==> config.mk <==
export PLATFORM = sky130hd
export DESIGN_NAME = adc_control_config
export DESIGN_NICKNAME = d
export VERILOG_FILES = /design/src/adc_ctrl_pkg.sv /design/src/adc_control_config.sv /design/src/conv_clock_gen.sv
export SDC_FILE = /design/constraint.sdc
export NUM_CORES = 1
export LEC_CHECK = 0
export CELL_PAD_IN_SITES_DETAIL_PLACEMENT = 1
export CELL_PAD_IN_SITES_GLOBAL_PLACEMENT = 2
export CORE_AREA = 4 4 117 175
export CTS_CLUSTER_DIAMETER = 80
export CTS_CLUSTER_SIZE = 10
export DETAILED_ROUTE_END_ITERATION = 8
export DIE_AREA = 0 0 121 179
export DONT_BUFFER_PORTS = 1
export GPL_TIMING_DRIVEN = 0
export MAX_ROUTING_LAYER = met4
export PLACE_DENSITY = 0.77
export SLEW_MARGIN = 20
export SYNTH_ARGS = -nofsm -noshare
export SYNTH_HDL_FRONTEND = slang
export SYNTH_SLANG_ARGS = --single-unit
==> constraint.sdc <==
create_clock -name clk_sys -period 2.4 [get_ports clk_sys]
set_input_delay 0.12 -clock clk_sys [delete_from_list [all_inputs] [get_ports clk_sys]]
set_output_delay 0.12 -clock clk_sys [all_outputs]
set_load 0.05 [all_outputs]
==> src/adc_ctrl_pkg.sv <==
// Shared constants and types of the converter control block
package adc_ctrl_pkg;

  // ----------------------------------------------------------------
  // Register byte offsets on the register bus
  // ----------------------------------------------------------------
  localparam logic [5:0] OFS_CONFIG = 6'h00;
  localparam logic [5:0] OFS_TRIG = 6'h04;
  localparam logic [5:0] OFS_CHAN = 6'h08;
  localparam logic [5:0] OFS_RES_HI = 6'h0C;
  localparam logic [5:0] OFS_RES_LO = 6'h10;
  localparam logic [5:0] OFS_CMP_HI = 6'h14;
  localparam logic [5:0] OFS_CMP_LO = 6'h18;
  localparam logic [5:0] OFS_PIN1 = 6'h1C;
  localparam logic [5:0] OFS_PIN2 = 6'h20;

  // Register indices after decode
  localparam logic [3:0] IDX_CONFIG = 4'h0;
  localparam logic [3:0] IDX_TRIG = 4'h1;
  localparam logic [3:0] IDX_CHAN = 4'h2;
  localparam logic [3:0] IDX_RES_HI = 4'h3;
  localparam logic [3:0] IDX_RES_LO = 4'h4;
  localparam logic [3:0] IDX_CMP_HI = 4'h5;
  localparam logic [3:0] IDX_CMP_LO = 4'h6;
  localparam logic [3:0] IDX_PIN1 = 4'h7;
  localparam logic [3:0] IDX_PIN2 = 4'h8;
  localparam logic [3:0] IDX_NONE = 4'hF;

  // ----------------------------------------------------------------
  // Field positions
  // ----------------------------------------------------------------
  localparam int CFG_LOW_POWER_BIT = 7;
  localparam int CFG_DIV_LSB = 5;
  localparam int CFG_LONG_SAMPLE_BIT = 4;
  localparam int CFG_MODE_LSB = 2;
  localparam int CFG_CLK_LSB = 0;
  localparam int TRIG_ACTIVE_BIT = 7;
  localparam int TRIG_SELECT_BIT = 6;
  localparam int TRIG_CMP_EN_BIT = 5;
  localparam int TRIG_CMP_GT_BIT = 4;
  localparam int CHAN_CONVERSION_COMPLETE_FLAG_BIT = 7;
  localparam int CHAN_IEN_BIT = 6;
  localparam int CHAN_CONT_BIT = 5;
  localparam int CHAN_SEL_LSB = 0;

  // ----------------------------------------------------------------
  // Reset values and encodings
  // ----------------------------------------------------------------
  localparam logic [7:0] RST_CONFIG = 8'h00;
  localparam logic [7:0] RST_TRIG = 8'h00;
  localparam logic [7:0] RST_CHAN = 8'h00;
  localparam logic [7:0] RST_CMP = 8'h00;
  localparam logic [7:0] RST_PIN = 8'h00;
  localparam logic [1:0] MODE_TEN_BIT = 2'h2;
  localparam logic [1:0] CLK_BUS = 2'h0;
  localparam logic [1:0] CLK_BUS_HALF = 2'h1;
  localparam logic [1:0] CLK_ALT = 2'h2;
  localparam logic [1:0] CLK_ASYNC = 2'h3;

  // ----------------------------------------------------------------
  // Timing counts
  // ----------------------------------------------------------------
  // Sample lengths in half periods of the conversion clock (3.5 and 23.5)
  localparam logic [5:0] SAMPLE_SHORT_HALF = 6'h07;
  localparam logic [5:0] SAMPLE_LONG_HALF = 6'h2F;
  // Bus cycles a trial code stands before the comparator is read
  localparam logic [1:0] SETTLE_CYC = 2'h3;
  // Bus cycles per half period of the internal asynchronous source
  localparam logic [3:0] ASYNC_DIV = 4'h4;

  typedef enum logic [1:0] {
    ST_IDLE,
    ST_SAMPLE,
    ST_CONVERT,
    ST_FINISH
  } conv_state_type;

endpackage

==> src/adc_control_config.sv <==
// Register file, sequencing and approximation control of the converter
// Function
// - configuration bit 7 selects low power
// - configuration bits 6:5 divide the input clock
// - configuration bit 4 selects long sample
// - configuration bits 3:2, value 10 gives ten bits
// - configuration bits 1:0 pick clock source, 00 bus
// - activity flag reads set while converting
// - trigger select, compare enable and compare sense bits
// - unimplemented trigger register bits read zero
// - completion flag bit 7 set on finish
// - bit 6 enables completion interrupt
// - bit 5 selects continuous, else one conversion
// - bits 4:0 select input channel
// - high byte read locks result until low read
// - compare value pair holds the threshold
// - pin bits disable digital I/O, conversions still allowed
// - full scale and zero codes at references
// - sample lasts 3.5 or 23.5 conversion clocks
// - compare gates completion flag and result store
// - interrupt raised when flag set and enabled
`timescale 1ns/1ps
module adc_control_config (
  input wire logic clk_sys,
  input wire logic rst,
  input wire logic [5:0] address,
  input wire logic read,
  input wire logic write,
  input wire logic [31:0] writedata,
  input wire logic [3:0] byteenable,
  output logic [31:0] readdata,
  output logic waitrequest,
  input wire logic alt_clock,
  input wire logic hw_trigger,
  input wire logic compare_high,
  output logic sample_hold,
  output logic [9:0] trial_code,
  output logic [4:0] channel_select,
  output logic low_power_select,
  output logic conversion_irq,
  output logic [15:0] pin_disable
);
  import adc_ctrl_pkg::*;

  // ----------------------------------------------------------------
  // State
  // ----------------------------------------------------------------
  // Everything the block remembers, registered as one word
  typedef struct packed {
    conv_state_type st;
    logic [7:0] cfg;
    logic [7:0] trig;
    logic [7:0] chan;
    logic [7:0] cmp_hi;
    logic [7:0] cmp_lo;
    logic [7:0] pin1;
    logic [7:0] pin2;
    logic conversion_complete_flag;
    logic lock;
    logic [9:0] result;
    logic [9:0] sar;
    logic [3:0] bit_idx;
    logic [5:0] half_cnt;
    logic [1:0] settle;
    logic [2:0] cmp_sync;
    logic [2:0] trg_sync;
    logic trg_level;
    logic hold;
    logic [31:0] rdata;
    logic waitreq;
    logic irq;
  } state_type;

  state_type s_r;
  state_type s_nxt;
  logic half_tick;

  // ----------------------------------------------------------------
  // Address decode
  // ----------------------------------------------------------------
  // Map a byte address to a register index, unmapped gives none
  // Offsets are word aligned; anything else reads zero
  function automatic logic [3:0] reg_index(input logic [5:0] addr);
    logic [3:0] idx;
    idx = IDX_NONE;
    case (addr)
      OFS_CONFIG: idx = IDX_CONFIG;
      OFS_TRIG: idx = IDX_TRIG;
      OFS_CHAN: idx = IDX_CHAN;
      OFS_RES_HI: idx = IDX_RES_HI;
      OFS_RES_LO: idx = IDX_RES_LO;
      OFS_CMP_HI: idx = IDX_CMP_HI;
      OFS_CMP_LO: idx = IDX_CMP_LO;
      OFS_PIN1: idx = IDX_PIN1;
      OFS_PIN2: idx = IDX_PIN2;
      default: idx = IDX_NONE;
    endcase
    return idx;
  endfunction

  // ----------------------------------------------------------------
  // Conversion clock
  // ----------------------------------------------------------------
  // Half-period ticks from the selected and divided source
  conv_clock_gen clock_gen (
    .clk_sys(clk_sys),
    .rst(rst),
    .input_clock_select(s_r.cfg[CFG_CLK_LSB +: 2]),
    .clock_divide_select(s_r.cfg[CFG_DIV_LSB +: 2]),
    .alt_clock(alt_clock),
    .half_tick(half_tick)
  );

  // ----------------------------------------------------------------
  // Next state
  // ----------------------------------------------------------------
  // Bus access, then trigger, then the conversion sequence
  always_comb begin
    logic take;
    logic [3:0] idx;
    logic [7:0] wd;
    logic ten;
    logic [3:0] top_idx;
    logic [5:0] sample_len;
    logic start;
    logic abort;
    logic trg_rise;
    logic [9:0] cv;
    logic [9:0] mask;
    logic hit;
    s_nxt = s_r;
    take = (read | write) & s_r.waitreq;
    idx = reg_index(address);
    wd = writedata[7:0];
    // only encoding 10 converts ten bits
    ten = (s_r.cfg[CFG_MODE_LSB +: 2] == MODE_TEN_BIT);
    // Other modes convert eight bits with the low compare byte only
    top_idx = ten ? 4'h9 : 4'h7;
    mask = ten ? 10'h3FF : 10'h0FF;
    // 7 or 47 half periods of the conversion clock
    sample_len = s_r.cfg[CFG_LONG_SAMPLE_BIT] ? SAMPLE_LONG_HALF : SAMPLE_SHORT_HALF;
    start = 1'b0;
    abort = 1'b0;
    trg_rise = 1'b0;
    cv = ten ? {s_r.cmp_hi[1:0], s_r.cmp_lo} : {2'h0, s_r.cmp_lo};
    hit = 1'b0;

    // Input synchronisers, a change counts when the last two agree
    // The comparator comes from the analog core and is treated as a pin
    s_nxt.cmp_sync = {s_r.cmp_sync[1:0], compare_high};
    s_nxt.trg_sync = {s_r.trg_sync[1:0], hw_trigger};
    if (s_r.trg_sync[1] == s_r.trg_sync[2]) begin
      s_nxt.trg_level = s_r.trg_sync[2];
      trg_rise = s_r.trg_sync[2] & ~s_r.trg_level;
    end

    // Bus slave: answer one cycle after the request is taken
    // The answer cycle itself never takes, so a held request is not
    // executed twice; side effects land at the take edge
    s_nxt.waitreq = 1'b1;
    if (take) begin
      s_nxt.waitreq = 1'b0;
      s_nxt.rdata = 32'h0000_0000;
      if (read) begin
        case (idx)
          IDX_CONFIG: s_nxt.rdata[7:0] = s_r.cfg;
          // activity flag from the sequencer state
          IDX_TRIG: s_nxt.rdata[7:0] = {s_r.st != ST_IDLE, s_r.trig[6:4], 4'h0};
          IDX_CHAN: s_nxt.rdata[7:0] = {s_r.conversion_complete_flag, s_r.chan[6:0]};
          IDX_RES_HI: begin
            s_nxt.rdata[7:0] = {6'h00, s_r.result[9:8]};
            // high byte read locks the pair
            s_nxt.lock = 1'b1;
          end
          IDX_RES_LO: begin
            s_nxt.rdata[7:0] = s_r.result[7:0];
            // low byte read clears flag and lock
            s_nxt.lock = 1'b0;
            s_nxt.conversion_complete_flag = 1'b0;
          end
          IDX_CMP_HI: s_nxt.rdata[7:0] = {6'h00, s_r.cmp_hi[1:0]};
          IDX_CMP_LO: s_nxt.rdata[7:0] = s_r.cmp_lo;
          IDX_PIN1: s_nxt.rdata[7:0] = s_r.pin1;
          IDX_PIN2: s_nxt.rdata[7:0] = s_r.pin2;
          default: s_nxt.rdata = 32'h0000_0000;
        endcase
      end else if (byteenable[0]) begin
        // Writes use the low byte lane only
        case (idx)
          IDX_CONFIG: s_nxt.cfg = wd;
          // trigger, compare enable and sense bits kept
          IDX_TRIG: s_nxt.trig = {1'b0, wd[6:4], 4'h0};
          IDX_CHAN: begin
            s_nxt.chan = {1'b0, wd[6:0]};
            // abort, clear flag, restart on software trigger
            abort = 1'b1;
            s_nxt.conversion_complete_flag = 1'b0;
            // A held pair stays locked until its low byte is read
            start = ~s_r.trig[TRIG_SELECT_BIT];
          end
          IDX_CMP_HI: s_nxt.cmp_hi = {6'h00, wd[1:0]};
          IDX_CMP_LO: s_nxt.cmp_lo = wd;
          IDX_PIN1: s_nxt.pin1 = wd;
          IDX_PIN2: s_nxt.pin2 = wd;
          default: ;
        endcase
      end
    end

    // hardware trigger starts a conversion from idle
    // A pin edge while busy is dropped, not queued
    if (s_r.trig[TRIG_SELECT_BIT] && trg_rise && s_r.st == ST_IDLE) begin
      start = 1'b1;
    end

    // Conversion sequence
    case (s_r.st)
      // Idle waits for a software write or a pin edge
      ST_IDLE: ;
      ST_SAMPLE: begin
        // Count half periods of the conversion clock
        if (half_tick) begin
          s_nxt.half_cnt = 6'(s_r.half_cnt + 6'h01);
          if (6'(s_r.half_cnt + 6'h01) == sample_len) begin
            s_nxt.st = ST_CONVERT;
            s_nxt.bit_idx = top_idx;
            s_nxt.sar = 10'h000;
            s_nxt.sar[top_idx] = 1'b1;
            s_nxt.half_cnt = 6'h00;
            s_nxt.settle = 2'h0;
          end
        end
      end
      ST_CONVERT: begin
        // The comparator answer reaches the last sync stage three cycles
        // after the trial code moves; the settle count covers that
        if (s_r.settle != SETTLE_CYC) begin
          s_nxt.settle = 2'(s_r.settle + 2'h1);
        end
        if (half_tick && s_r.half_cnt < 6'h02) begin
          s_nxt.half_cnt = 6'(s_r.half_cnt + 6'h01);
        end
        // One trial per conversion clock, after the comparator settles
        if (s_r.half_cnt == 6'h02 && s_r.settle == SETTLE_CYC && s_r.cmp_sync[1] == s_r.cmp_sync[2]) begin
          // all ones at or above top, zero at or below bottom
          s_nxt.sar[s_r.bit_idx] = s_r.cmp_sync[2];
          s_nxt.half_cnt = 6'h00;
          s_nxt.settle = 2'h0;
          if (s_r.bit_idx == 4'h0) begin
            s_nxt.st = ST_FINISH;
          end else begin
            s_nxt.bit_idx = 4'(s_r.bit_idx - 4'h1);
            s_nxt.sar[4'(s_r.bit_idx - 4'h1)] = 1'b1;
          end
        end
      end
      ST_FINISH: begin
        // Compare result stored as code minus threshold, cut to width
        // compare decides whether the flag is set
        if (!s_r.trig[TRIG_CMP_EN_BIT]) begin
          hit = 1'b1;
        end else if (s_r.trig[TRIG_CMP_GT_BIT]) begin
          hit = (s_r.sar >= cv);
        end else begin
          hit = (s_r.sar < cv);
        end
        // a locked pair is not overwritten
        if (hit && !s_nxt.lock) begin
          s_nxt.result = s_r.trig[TRIG_CMP_EN_BIT] ? (10'(s_r.sar - cv) & mask) : s_r.sar;
          // set wins over a clear in the same cycle
          s_nxt.conversion_complete_flag = 1'b1;
        end
        // continuous restarts sampling, else stop
        // Continuous mode samples again without a new trigger
        if (s_r.chan[CHAN_CONT_BIT]) begin
          s_nxt.st = ST_SAMPLE;
          s_nxt.half_cnt = 6'h00;
        end else begin
          s_nxt.st = ST_IDLE;
        end
      end
      default: s_nxt.st = ST_IDLE;
    endcase

    // any channel may convert, pin bits only gate digital I/O
    // Abort comes before start, so a restart on the same write wins
    if (abort) begin
      s_nxt.st = ST_IDLE;
      s_nxt.sar = 10'h000;
    end
    if (start) begin
      s_nxt.st = ST_SAMPLE;
      s_nxt.half_cnt = 6'h00;
    end
    // Hold the input while the next state samples
    s_nxt.hold = (s_nxt.st == ST_SAMPLE);
    // interrupt follows flag and enable
    // Registered from the next flag, so it rises in the same cycle as the flag
    s_nxt.irq = s_nxt.conversion_complete_flag & s_nxt.chan[CHAN_IEN_BIT];
  end

  // ----------------------------------------------------------------
  // State register
  // ----------------------------------------------------------------
  // All state in one register, constants on reset
  // Sequencer idles and every register starts at its reset value
  always_ff @(posedge clk_sys) begin
    if (rst) begin
      s_r <= '0;
      s_r.st <= ST_IDLE;
      s_r.cfg <= RST_CONFIG;
      s_r.trig <= RST_TRIG;
      s_r.chan <= RST_CHAN;
      s_r.cmp_hi <= RST_CMP;
      s_r.cmp_lo <= RST_CMP;
      s_r.pin1 <= RST_PIN;
      s_r.pin2 <= RST_PIN;
      // Bus answer idles high so nothing is taken in reset
      s_r.waitreq <= 1'b1;
    end else begin
      s_r <= s_nxt;
    end
  end

  // ----------------------------------------------------------------
  // Outputs
  // ----------------------------------------------------------------
  // Every output is a field of the state register
  // so none of them glitches on a decode
  assign readdata = s_r.rdata;
  assign waitrequest = s_r.waitreq;
  assign sample_hold = s_r.hold;
  assign trial_code = s_r.sar;
  assign channel_select = s_r.chan[CHAN_SEL_LSB +: 5];
  // low power level to the analog core
  assign low_power_select = s_r.cfg[CFG_LOW_POWER_BIT];
  assign conversion_irq = s_r.irq;
  // pin disable bits to the pin logic
  assign pin_disable = {s_r.pin2, s_r.pin1};

endmodule

==> src/conv_clock_gen.sv <==
// Conversion clock source select and divider, giving half-period ticks
`timescale 1ns/1ps
module conv_clock_gen (
  input wire logic clk_sys,
  input wire logic rst,
  input wire logic [1:0] input_clock_select,
  input wire logic [1:0] clock_divide_select,
  input wire logic alt_clock,
  output logic half_tick
);
  import adc_ctrl_pkg::*;

  typedef struct packed {
    logic [2:0] alt_sync;
    logic alt_level;
    logic pre;
    logic [3:0] async_cnt;
    logic [2:0] div_cnt;
    logic tick;
  } gen_state_type;

  gen_state_type s_r;
  gen_state_type s_nxt;
  logic base;
  logic [2:0] limit;

  // ----------------------------------------------------------------
  // Source select and divide
  // ----------------------------------------------------------------
  // Next state of the source prescalers and the divider
  always_comb begin
    s_nxt = s_r;
    s_nxt.alt_sync = {s_r.alt_sync[1:0], alt_clock};
    s_nxt.pre = ~s_r.pre;
    s_nxt.async_cnt = (s_r.async_cnt == ASYNC_DIV - 4'h1) ? 4'h0 : 4'(s_r.async_cnt + 4'h1);
    base = 1'b0;
    // Alternate clock counts once the last two stages agree
    if (s_r.alt_sync[1] == s_r.alt_sync[2]) begin
      s_nxt.alt_level = s_r.alt_sync[2];
    end
    case (input_clock_select)
      CLK_BUS: base = 1'b1;
      CLK_BUS_HALF: base = s_r.pre;
      CLK_ALT: base = (s_r.alt_sync[1] == s_r.alt_sync[2]) && (s_r.alt_sync[2] != s_r.alt_level);
      CLK_ASYNC: base = (s_r.async_cnt == ASYNC_DIV - 4'h1);
      default: base = 1'b1;
    endcase
    // divide by 1, 2, 4 or 8
    case (clock_divide_select)
      2'h0: limit = 3'h0;
      2'h1: limit = 3'h1;
      2'h2: limit = 3'h3;
      default: limit = 3'h7;
    endcase
    s_nxt.tick = 1'b0;
    if (base) begin
      if (s_r.div_cnt >= limit) begin
        s_nxt.div_cnt = 3'h0;
        s_nxt.tick = 1'b1;
      end else begin
        s_nxt.div_cnt = 3'(s_r.div_cnt + 3'h1);
      end
    end
  end

  // State register
  always_ff @(posedge clk_sys) begin
    if (rst) begin
      s_r <= '0;
    end else begin
      s_r <= s_nxt;
    end
  end

  assign half_tick = s_r.tick;

endmodule

==> flow_metrics.py <==
metrics = {
    "cells_and_area": {
        "layout_commonest_cell": "dfxtp_1",
        "drive_above_1_share_pct": 19.6,
        "synthToLayoutAreaGrowth_pct": 16.9,
        "fin_area_mm2": 0.00747,
        "final_nets": 889,
        "layout.cells.most_common_list": "dfxtp_1, nor2_1, buf_4",
        "fin_cells": 1086,
        "nFillCells": 2292,
    },
    "routing": {
        "drcViolationCount": 0,
        "dr.pass1.iters": 4,
        "ant_nets": 0,
        "drtIter0Drc": 325,
        "finalWirelength_um": 22200,
        "num_vias": 5816,
        "vias_per_cell": 5.36,
        "wl_per_cell_um": 20.4,
    },
    "sta": {
        "worstMarginPinSlew_ns": 0.911,
        "max_slew_margin_pct": 39.3,
        "fmax_ghz": 0.413,
        "setup_viol": 5,
        "finalClockSkew_ns": 0.00859,
        "maxSlewViolCount": 0,
        "setup_ws_ns": -0.0203,
        "finalCritPeriodShare_pct": 101,
        "fin_hold_ws_ns": 0.0899,
        "rsz0062_at_grt": "true",
        "hold_viol": 0,
        "min_period_ns": 2.42,
    },
    "worst_setup_path": {
        "worstReg2RegStart": "trial_code[0]",
        "crit_start": "trial_code[0]",
        "crit_type": "flop to flop",
        "cp-start-kind": "flop",
        "crit_path_top_delay_cell": "dfxtp_4",
        "cp_max_fo": 5,
        "crit_chain": "inv_4 -> ha_4 -> fa_2 -> nand2b_4 -> a211oi_4 -> o32a_1 -> mux2i_4 -> buf_6 -> mux2i_1 -> nor2_1",
        "required_ns": 2.62,
        "cp-end-kind": "flop",
        "critical_path.max_stage_delay_ns": 0.36,
        "worstPathArrival_ns": 2.64,
    },
    "yosys": {
        "yosys.area.top_type_share_pct": 34.7,
        "yosys.area.top_type": "dfxtp_1",
        "async_reset_ff_share_pct": 0,
        "synth_edf_count": 0,
        "avgSynthCellArea_um2": 8.33,
        "yosys_warnings": 0,
        "synth_flop_cell": "dfxtp_1",
        "synth.distinct_cells": 83,
        "ys_ff_latch": 111,
        "seq_area_frac_synth_pct": 34.7,
        "synth_area_mm2": 0.00639,
        "netlist_top_cells_area": "dfxtp_1, buf_4, nor2_1",
        "netlist_instances": 768,
    },
    "clock_network": {
        "h-tree-depth": 3,
        "clock_latency_ns": 0.36,
        "clkTransAtPathRegs_ns": 0.08,
        "cts_buffers": 9,
        "root_buffer": "clkbuf_16",
        "cts_tree": "built",
        "cts_sinks": 111,
        "clock_path_buffers": 2,
    },
    "power_and_ir_drop": {
        "cellPowerDensity_mw_per_mm2": 499,
        "ir_worst_vdd_mv": 0.394,
        "p_leak_nw": 2.74,
    },
    "placed_design": {
        "place_area_mm2": 0.00681,
        "dp_hpwl_um": 16700,
        "port_buffers": 0,
        "placed_cells": 1047,
        "place_congestion": 0.884,
    },
    "run": {
        "drv_cap": 0,
    },
    "status": {
        "violations": "negative setup slack",
        "outcome": "complete, but fails checks",
    },
    "global_routing": {
        "grt_max_degree": 20,
        "grt_first_pass_wirelength_um": 34200,
        "antenna_found_initial": 4,
        "grt_pass1_vias": 6128,
        "grt_usage_pct": 21.2,
        "grt_overflow": 0,
    },
    "die": {
        "coreArea_mm2": 0.0190,
        "fp.dieW_um": 121,
        "num_rows": 62,
        "die_y_um": 179,
        "io-pin-count": 116,
        "initial_core_util_pct": 33.6,
        "die-area_mm2": 0.0217,
    },
    "min_path": {
        "min_path_type": "input port to flop",
        "worstHoldStart": "read",
    },
}
-- cells in the mapped netlist (5+ instances only) --
cell type and count:
a211oi_1 5, a21o_1 8, a21oi_1 54, a22o_1 8, a22oi_1 7, a31oi_1 7
a32o_1 6, and3_1 5, buf_1 5, buf_4 64, clkbuf_1 25, dfxtp_1 111
ha_1 18, inv_1 22, mux2_2 7, mux2i_1 34, nand2_1 73, nand2b_1 9
nand3_1 16, nand4_1 8, nor2_1 96, nor2b_1 16, nor3_1 11, o21ai_0 33
o21ai_1 5, o22ai_1 9, or2_2 5, xor2_1 5
-- flip-flops by register name, summed over array words and instances, names as in the netlist --
name / flops
waitrequest: 1
clock_gen.s_nxt: 2
readdata: 8
clock_gen.half_tick: 1
clock_gen.s_r: 10
conversion_irq: 1
low_power_select: 1
s_r: 51
s_nxt: 4
channel_select: 5
sample_hold: 1
pin_disable: 16
trial_code: 10
-- critical path, delay by kind of cell, from the launching register on --
family | cells | cell delay [ns]
simple gates | 2 | 0.22
buf+inv | 2 | 0.20
mux | 2 | 0.49
flops | 1 | 0.36
fa+ha+maj | 2 | 0.50
compound gates | 2 | 0.52
-- path summary, 6_finish.rpt --
| path | cells after the start | slack [ns] | to |
|---|---|---|---|
| setup / recovery | 10 | -0.02 | s_r[64] |
| hold / removal | 3 | 0.09 | s_r[75] |
| setup reg to reg | 10 | -0.02 | s_r[64] |
| hold reg to reg | 1 | 0.41 | clock_gen.s_r[8] |
-- report_power, final --
part           switching, W  internal, W  total, W
Clock              0.000746     0.000826   0.00157
Combinational      0.000212    0.0000784  0.000291
Sequential        0.0000172      0.00185   0.00187
Total              0.000975      0.00276   0.00373
-- metrics by stage --
stage	total power (W)	TNS [ns]	util, %	worst slack (ns)
final	0.00373	-0.0544	39.3	-0.0203
after global routing	0.00387	-0.734	39.3	-0.115
after CTS	0.00378	-1.16	38.5	-0.148
after detailed placement	0.00217	-10.21	35.8	-0.755
after global placement	0.00216	-9.29	35.8	-0.723
after floorplan	0.00212	0	-	0.0389
-- timing repair --
| action | in CTS | in global routing |
|---|---|---|
| endpoints found under the hold margin | 48 | 0 |
| pin swaps | 4 | 5 |
| resized for setup | 15 | 27 |
| setup endpoints to repair | 33 | 38 |
| hold buffers | 12 | 0 |
| setup buffers | 7 | 5 |
-- per-layer routing --
layer	vias up	global-route usage, %	wire length (um)
met3	41	3.35	921
met2	128	38.9	12000
met4	0	9.69	750
li1	2757	-	-
met5	-	-	0
met1	2890	22.0	8520
-- kinds of logic after synthesis --
logic type / count (synthesis) / share of synthesized area, %
fa+ha+maj: 19 / 3.83
simple gates: 275 / 21.3
compound gates: 187 / 20.0
buf+inv: 121 / 11.0
mux: 45 / 7.85
xor+xnor: 9 / 1.23
flops: 111 / 34.7
other cells: 1 / 0.0586
-- layout make-up --
class                   instances  area [um^2]  area share, %
multi-input cells             559         3700           49.6
flip-flops and latches        111         2230           29.9
plain buffers                  93          594           7.95
well taps                     256          320           4.29
clock buffers                   9          225           3.01
repair buffers                 24          214           2.86
inverters                      23         92.6           1.24
clock inverters                 7         80.1           1.07
diodes                          4         10.0          0.134
Note: power is estimated with default switching activity, not from simulation.
